`config.mk`:
```
export PLATFORM = sky130hd
export DESIGN_NAME = frbg_rate_generator
export DESIGN_NICKNAME = d
export VERILOG_FILES = /design/src/frbg_rate_generator.v /design/src/frbg_prescaler.v
export VERILOG_INCLUDE_DIRS = /design/src
export SDC_FILE = /design/constraint.sdc
export NUM_CORES = 1
export LEC_CHECK = 0
export BUFFER_PORTS_ARGS = -buffer_cell sky130_fd_sc_hd__buf_2
export CAP_MARGIN = 20
export CORE_UTILIZATION = 40
export DETAILED_ROUTE_END_ITERATION = 8
export MAX_ROUTING_LAYER = met4
export PLACE_DENSITY_LB_ADDON = 0.2
export RECOVER_POWER = 25
export SETUP_SLACK_MARGIN = 0.1
export SKIP_CTS_REPAIR_TIMING = 1
export SLEW_MARGIN = 40
export SYNTH_ARGS = -nofsm -noshare
export SYNTH_HDL_FRONTEND = slang
export SYNTH_SLANG_ARGS = --single-unit
```
`constraint.sdc`:
```
create_clock -name clk -period 8.29 [get_ports clk]
set_input_delay 0.829 -clock clk [delete_from_list [all_inputs] [get_ports clk]]
set_output_delay 0.829 -clock clk [all_outputs]
set_load 0.02 [all_outputs]
```
`src/frbg_map.vh`:
```
`ifndef FRBG_MAP_VH
`define FRBG_MAP_VH
// ----------------------------------------
// register reset values
// ----------------------------------------
`define FRBG_DIV_LOW_RST 8'h01
`define FRBG_DIV_HIGH_RST 8'h00
`define FRBG_FRAC_SAMP_RST 8'h00
`define FRBG_MODEM_CTRL_RST 8'h00
// ----------------------------------------
// field positions
// ----------------------------------------
`define FRBG_PRESCALE_BIT 7
`define FRBG_FRAC_MSB 3
`define FRBG_FRAC_LSB 0
`define FRBG_SAMP_MSB 5
`define FRBG_SAMP_LSB 4
// ----------------------------------------
// sampling mode codes and ratios
// ----------------------------------------
`define FRBG_SAMP_16X 2'h0
`define FRBG_SAMP_8X 2'h1
`define FRBG_SAMP_4X 2'h2
`define FRBG_PRESCALE_RATIO 2'h3
`define FRBG_FRAC_STEPS 5'h10
`endif

```
`src/frbg_rate_generator.v`:
```
`timescale 1ns/100ps
`include "frbg_map.vh"
module frbg_rate_generator (
   clk,
   rst_n,
   wr_en,
   wr_sel,
   wr_data,
   divisor_low_byte,
   divisor_high_byte,
   divisor_fraction_and_sampling,
   modem_control_register,
   sample_en,
   bit_en
);
   input wire clk;
   input wire rst_n;
   input wire wr_en;
   // 0 low, 1 high, 2 fraction, 3 modem control
   input wire [1:0] wr_sel;
   input wire [7:0] wr_data;
   output wire [7:0] divisor_low_byte;
   output wire [7:0] divisor_high_byte;
   output wire [7:0] divisor_fraction_and_sampling;
   output wire [7:0] modem_control_register;
   output reg sample_en;
   output reg bit_en;

   // ----------------------------------------
   // registers
   // ----------------------------------------
   reg [7:0] low_reg;
   reg [7:0] high_reg;
   reg [7:0] frac_reg;
   reg [7:0] mcr_reg;

   // host writes; reset gives divisor of one
   always @(posedge clk or negedge rst_n) begin
      if (!rst_n) begin
         low_reg <= `FRBG_DIV_LOW_RST;
         high_reg <= `FRBG_DIV_HIGH_RST;
         frac_reg <= `FRBG_FRAC_SAMP_RST;
         mcr_reg <= `FRBG_MODEM_CTRL_RST;
      end else if (wr_en) begin
         case (wr_sel)
            2'h0: low_reg <= wr_data;
            2'h1: high_reg <= wr_data;
            2'h2: frac_reg <= wr_data;
            default: mcr_reg <= wr_data;
         endcase
      end
   end

   assign divisor_low_byte = low_reg;
   assign divisor_high_byte = high_reg;
   assign divisor_fraction_and_sampling = frac_reg;
   assign modem_control_register = mcr_reg;

   // ----------------------------------------
   // prescaler
   // ----------------------------------------
   wire pre_en;
   frbg_prescaler u_pre (
      .clk(clk),
      .rst_n(rst_n),
      .div4_sel(mcr_reg[`FRBG_PRESCALE_BIT]),
      .pre_en(pre_en)
   );

   // ----------------------------------------
   // fractional divider
   // ----------------------------------------
   wire [15:0] int_div = {high_reg, low_reg};
   wire [3:0] frac = frac_reg[`FRBG_FRAC_MSB:`FRBG_FRAC_LSB];
   wire [1:0] samp = frac_reg[`FRBG_SAMP_MSB:`FRBG_SAMP_LSB];
   // zero integer acts as one so the divider never stalls
   wire [16:0] int_eff = (int_div == 16'h0000) ? 17'h00001 : {1'b0, int_div};
   reg [16:0] cnt_reg;
   reg [3:0] acc_reg;
   reg [3:0] samp_cnt_reg;
   reg extra;
   reg [4:0] acc_sum;
   reg [16:0] period;

   // accumulator adds frac each period; carry stretches one period by a
   // prescaled clock, so sixteen periods average int + frac/16
   always @* begin
      acc_sum = {1'b0, acc_reg} + {1'b0, frac};
      extra = acc_sum[4];
      period = int_eff + {16'h0000, extra};
   end

   always @(posedge clk or negedge rst_n) begin
      if (!rst_n) begin
         cnt_reg <= 17'h00001;
         acc_reg <= 4'h0;
         sample_en <= 1'b0;
      end else begin
         sample_en <= 1'b0;
         if (pre_en) begin
            if (cnt_reg >= period) begin
               cnt_reg <= 17'h00001;
               acc_reg <= acc_sum[3:0];
               sample_en <= 1'b1;
            end else begin
               cnt_reg <= cnt_reg + 17'h00001;
            end
         end
      end
   end

   // ----------------------------------------
   // bit time: 16, 8 or 4 sampling periods
   // ----------------------------------------
   reg [3:0] last_cnt;
   always @* begin
      case (samp)
         `FRBG_SAMP_8X: last_cnt = 4'h7;
         `FRBG_SAMP_4X: last_cnt = 4'h3;
         default: last_cnt = 4'hF;
      endcase
   end

   // fractions not a multiple of 2 in 8X or of 4 in 4X leave bit lengths uneven: accepted jitter
   always @(posedge clk or negedge rst_n) begin
      if (!rst_n) begin
         samp_cnt_reg <= 4'h0;
         bit_en <= 1'b0;
      end else begin
         bit_en <= 1'b0;
         if (sample_en) begin
            if (samp_cnt_reg >= last_cnt) begin
               samp_cnt_reg <= 4'h0;
               bit_en <= 1'b1;
            end else begin
               samp_cnt_reg <= samp_cnt_reg + 4'h1;
            end
         end
      end
   end
endmodule // frbg_rate_generator

```
`src/frbg_prescaler.v`:
```
`timescale 1ns/100ps
// ----------------------------------------
// divide-by-1-or-4 prescaler, output is an enable pulse
// ----------------------------------------
module frbg_prescaler (
   clk,
   rst_n,
   div4_sel,
   pre_en
);
   input wire clk;
   input wire rst_n;
   input wire div4_sel;
   output wire pre_en;

   reg [1:0] cnt_reg;

   // free count; divide by 4 passes one clock in four
   always @(posedge clk or negedge rst_n) begin
      if (!rst_n) begin
         cnt_reg <= 2'h0;
      end else begin
         cnt_reg <= cnt_reg + 2'h1;
      end
   end

   assign pre_en = div4_sel ? (cnt_reg == `FRBG_PRESCALE_RATIO) : 1'b1;
endmodule // frbg_prescaler

```
# --- Word level (Yosys, flattened, before mapping) ---
# Cells that the tools add are included.
classes:
  add_sub_neg: 5
  magnitude_cmp: 2
  n_eq_ne: 5
  n_mux: 9
  bitwise: 1
  reduce_logical: 8
ops:
  columns: ["operator", "n"]
  rows:
  - ["16-bit by 1-bit adder with 17-bit output", 1]
  - ["17-bit by 1-bit adder with 17-bit output (second input constant)", 1]
  - ["17-bit greater-or-equal comparator", 1]
  - ["17-bit two-way mux", 1]
  - ["16-bit zero test", 1]
  - ["16-bit two-way mux", 1]
  - ["2-bit AND reduction", 5]
  - ["4-bit case mux with 2 select lines", 1]
  - ["2-bit == test (second input constant)", 3]
  - ["4-bit by 4-bit adder with 5-bit output", 1]
  - ["1-bit two-way mux", 5]
  - ["4-bit by 1-bit adder with 4-bit output (second input constant)", 1]
  - ["2-bit by 1-bit == test with 1-bit output (second input constant)", 2]
  - ["4-bit greater-or-equal comparator", 1]
  - ["4-bit two-way mux", 1]
  - ["3-bit OR reduction", 1]
  - ["2-bit by 1-bit adder with 2-bit output (second input constant)", 1]
  - ["2-bit zero test", 1]
  - ["1-bit NOT", 1]
word_totals:
  register_bits: 61
  input_bits: 13
  out_inout_bits: 34
  word_cells: 40

# --- Longest topological paths before layout ---
depth:
  ltp_word: 6
  ltp_mapped: 21
  depth_no_buf: 19

# --- Modules after synthesis ---
# A second synthesis with hierarchy kept.
unflattened:
  hier_cells: 310
  hier_area_um2: 3424.5
by_module_without_submodules:
  columns: ["module", "instances", "cells_each", "area_per_inst_um2", "seq_area_each_um2"]
  rows:
  - ["frbg_rate_generator", 1, 305, 3352.0, 1478.9]
  - ["frbg_prescaler", 1, 5, 72.6, 50.0]

# --- Least setup slack after synthesis ---
# OpenSTA, ideal clock, no wires.
synth_path:
  path_kind: "reg2reg"
  from: "reg frac_reg[0], in the netlist divisor_fraction_and_sampling[0]"
  to: "reg acc_reg[2]"
  setup_time_ns: 0.127
  arrival_time_ns: 3.891
  required_time_ns: 8.163
  setup_slack_ns: 4.271
  path_stages_with_launch: 20
  path_buffers: 1
  synth_period_minus_slack_ns: 4.019
  path_cell_list: "dfrtp_1 ha_1 inv_1 fa_1 nor2b_1 o21ai_0 nand2b_1 ha_1 ha_1 nand2_1 or2_1 nor2_1 nand4_1 xor2_1 ha_1 nand4_1 or3_1 o211ai_1 buf_4 mux2_1"
synth_between:
  elab_chain_cells: 4
synth_lines:
  columns: ["item", "line_no", "rtl"]
  rows:
  - ["start, declared", "frbg_rate_generator.v:34", "reg [7:0] frac_reg;"]
  - ["start signal, assigned", "frbg_rate_generator.v:42", "frac_reg <= `FRBG_FRAC_SAMP_RST;"]
  - ["start signal, assigned", "frbg_rate_generator.v:48", "2'h2: frac_reg <= wr_data;"]
  - ["4-bit by 4-bit adder with 5-bit output *", "frbg_rate_generator.v:88", "acc_sum = {1'b0, acc_reg} + {1'b0, frac};"]
  - ["16-bit by 1-bit adder with 17-bit output", "frbg_rate_generator.v:90", "period = int_eff + {16'h0000, extra};"]
  - ["17-bit greater-or-equal comparator", "frbg_rate_generator.v:101", "if (cnt_reg >= period) begin"]
  - ["2-bit AND reduction (no source line)", null, null]
  - ["end signal, assigned", "frbg_rate_generator.v:103", "acc_reg <= acc_sum[3:0];"]
  - ["end, declared", "frbg_rate_generator.v:79", "reg [3:0] acc_reg;"]
# Every way passes the cells marked *; elsewhere a longest branch is shown, timed or not.
# A chain may end at the register's enable or synchronous reset.

# --- Worst setup path after layout ---
layout_path:
  from: "reg frac_reg[0], in the netlist divisor_fraction_and_sampling[0]"
  to: "reg cnt_reg[4]"
layout_between:
  elab_chain_cells: 4
layout_lines:
  columns: ["item", "line_no", "rtl"]
  rows:
  - ["4-bit by 4-bit adder with 5-bit output", "frbg_rate_generator.v:88", null]
  - ["16-bit by 1-bit adder with 17-bit output", "frbg_rate_generator.v:90", null]
  - ["17-bit greater-or-equal comparator", "frbg_rate_generator.v:101", null]
  - ["17-bit two-way mux", "frbg_rate_generator.v:101", null]
  - ["end signal, assigned", "frbg_rate_generator.v:106", "cnt_reg <= cnt_reg + 17'h00001;"]
  - ["end, declared", "frbg_rate_generator.v:78", "reg [16:0] cnt_reg;"]
# No other way between the ends.

==> results.yml <==
route:
  drc: 0
  drtIter0Drc: 70
  post_drt_via_cell_ratio: 5.06
  drt-pass1-iter-count: 4
  via_count: 2412
  wirelength_um: 6970
  wl_per_cell_um: 14.6
  antenna_left: 0
logic_synthesis:
  synth_area_leader_cell: "dfrtp_1"
  synth_cell_types: 47
  syn_inst: 315
  synth_fp_nets: 358
  avgSynthCellArea_um2: 10.9
  ys_top_cells_by_area: "dfrtp_1 43%, mux2_2 11%, ha_1 11%"
  synth_area_um2: 3440
  yosysSeqAreaShare_pct: 44.4
  synth_most_common_cell: "dfrtp_1"
  async_reset_ff_share_pct: 100
  synth_edf_count: 0
  synth_top_area_share_pct: 42.9
  synth-warning-count: 0
  ys_ff_latch: 61
  synth_ff_type: "dfrtp_1"
  synthTopCellsByCount: "59 x dfrtp_1, 33 x mux2_2, 29 x ha_1, 29 x nor2_1, 23 x nand2_1"
pwr:
  ir_worst_vdd_uv: 154
  leakage_nw: 1.84
  power_per_cell_area_nw_per_um2: 241
floorplanning:
  io_pins: 47
  die_y_um: 94.7
  dieArea_um2: 8980
  die_w_um: 94.7
  num_rows: 33
  core_area_um2: 8260
  initial_utilization_pct: 41.7
cells_and_area:
  diodes: 0
  nets: 410
  drive_gt1_share_pct: 28.0
  area_delta_synth_final_pct: 15.1
  finalNonFillerCells: 477
  fill_cells: 796
  largest_reg_flops: 17
worst_setup_path:
  crit_path_end_kind: "flop"
  cp-start-kind: "flop"
  path_class: "flop to flop"
  crit_arrival_ps: 4500
  cp_max_fo: 16
  cp.required_ps: 8510
timing:
  max_slew.worst_pin.slew_ps: 3120
  min_period_over_period_pct: 51.6
  rsz0062_at_grt: "false"
  finalHoldViolCount: 0
  setup_viol: 0
  period_minus_slack_ps: 4280
  max_clock_freq_mhz: 234
  slew_viol_final: 62
  setup-tns-final_ps: 0
  fin_ws_ps: 4010
  max-slew-margin-rel_pct: -108
  finClkSkew_ps: 10.2
cts:
  clock-root-buffer: "clkbuf_8"
  cts_tree: "done"
  path_clk_slew_ps: 70
  cts.sink_count: 61
  clk_path_buf_depth: 2
  cts_made_buffers: 9
  insertion_delay_ps: 340
  htree_levels: 3
flow_run:
  cap_violations: 1
placed_design:
  post-dp-hpwl_um: 5270
  io_buffers: 46
  routabilityCongestion: 0.873
  placed_cells: 461
  place_ws_ps: 3990
global_routing:
  grt_use_total_pct: 18.3
  antenna_found_initial: 0
  overflow: 0
  grt_pass1_vias: 2401
  grt_pass1_wl_um: 12000
  grt_max_degree: 62
run_status:
  violations: "max-capacitance violations, max-slew violations"
  status: "finished, violations left"
min_path:
  min_path_type: "flop to flop"
-- logic make-up (layout without fill, tap and decap cells) --
kind of cell,after synthesis,in the layout,share of synthesized area (%)
DFF,61,61,44.4
AOI/OAI and AO/OA,27,27,5.05
and+or+nand+nor,106,106,16.4
buffers and inverters,23,80,3.05
adders and majority gates,30,30,11.1
xor gates and xnor gates,31,31,7.89
muxes,37,37,12.0
-- per-stage QoR --
| step | util, % | power (mW) | area [µm²] | hold WS [ps] |
|---|---|---|---|---|
| global placement | 45.7 | 0.691 | 3770 | 412 |
| CTS | 48.0 | 0.964 | 3970 | 432 |
| global route | 48.0 | 1.02 | 3960 | 446 |
| finish | 48.0 | 0.953 | 3960 | 427 |
| floorplan | - | 0.608 | 3440 | 401 |
| detailed placement | 45.7 | 0.698 | 3770 | 422 |
-- power by group --
group / internal (mW) / total (mW) / switching, mW
registers: 0.353 / 0.420 / 0.0666
clock network: 0.146 / 0.263 / 0.117
logic: 0.122 / 0.270 / 0.147
total: 0.622 / 0.953 / 0.331
-- layer usage --
| layer | part of all wire [%] | track usage [%] | up-vias |
|---|---|---|---|
| li1 | - | - | 1211 |
| met1 | 49 | 24.0 | 1147 |
| met2 | 46 | 27.4 | 47 |
| met3 | 4.2 | 4.67 | 7 |
| met4 | 0.93 | 6.44 | 0 |
| met5 | 0 | - | - |
-- placed cells by master (no fill, tap or decap), types with 7 or more instances in the layout --
cell type and count:
nand4_1 9, nor2_1 29, mux2_2 33, inv_1 16, clkbuf_8 10, o21ai_0 7
nand3_1 11, xnor2_1 21, xor2_1 10, dfrtp_1 59, a21oi_1 8, ha_1 29
nand2_1 23, buf_2 46
-- cell type report --
class | count | area [µm²] | share of cell area (%)
sequential | 61 | 1530 | 38.6
timing repair buffer | 48 | 241 | 6.10
clock buffer | 12 | 145 | 3.66
inverter | 16 | 60.1 | 1.52
tap | 105 | 131 | 3.32
clock inverter | 4 | 47.5 | 1.20
multi-input combinational | 231 | 1810 | 45.6
-- path summary, 6_finish.rpt --
kind                                                               from                         end  slack [ps]  cells past startpoint
hold / removal                               u_pre.cnt_reg[0]$_DFF_PN0_  u_pre.cnt_reg[0]$_DFF_PN0_         430                      1
setup reg to reg           divisor_fraction_and_sampling[0]$_DFFE_PN0P_      cnt_reg[4]$_DFFE_PN0P_        4010                     19
setup / recovery           divisor_fraction_and_sampling[0]$_DFFE_PN0P_      cnt_reg[4]$_DFFE_PN0P_        4010                     19
min in group asynchronous                                         rst_n            bit_en$_DFF_PN0_        1620                      2
max in group asynchronous                                         rst_n      cnt_reg[4]$_DFFE_PN0P_        4910                      2
hold reg to reg                              u_pre.cnt_reg[0]$_DFF_PN0_  u_pre.cnt_reg[0]$_DFF_PN0_         430                      1
-- worst max-delay path: stages (launching register included) --
cell      delay (ps)
dfrtp_1          360
ha_1             170
inv_1             50
fa_1             400
nor2b_1          130
o21ai_0           90
nand2b_1          80
ha_1             170
ha_1             210
nand2_1           60
or2_1            260
nor2_1           170
nand4_1          130
xor2_1           170
ha_1             300
nand4_1          170
or3_1            390
o211ai_1         470
buf_4            320
nor2_1            70
No activity file was read; power rests on OpenSTA's default activity.
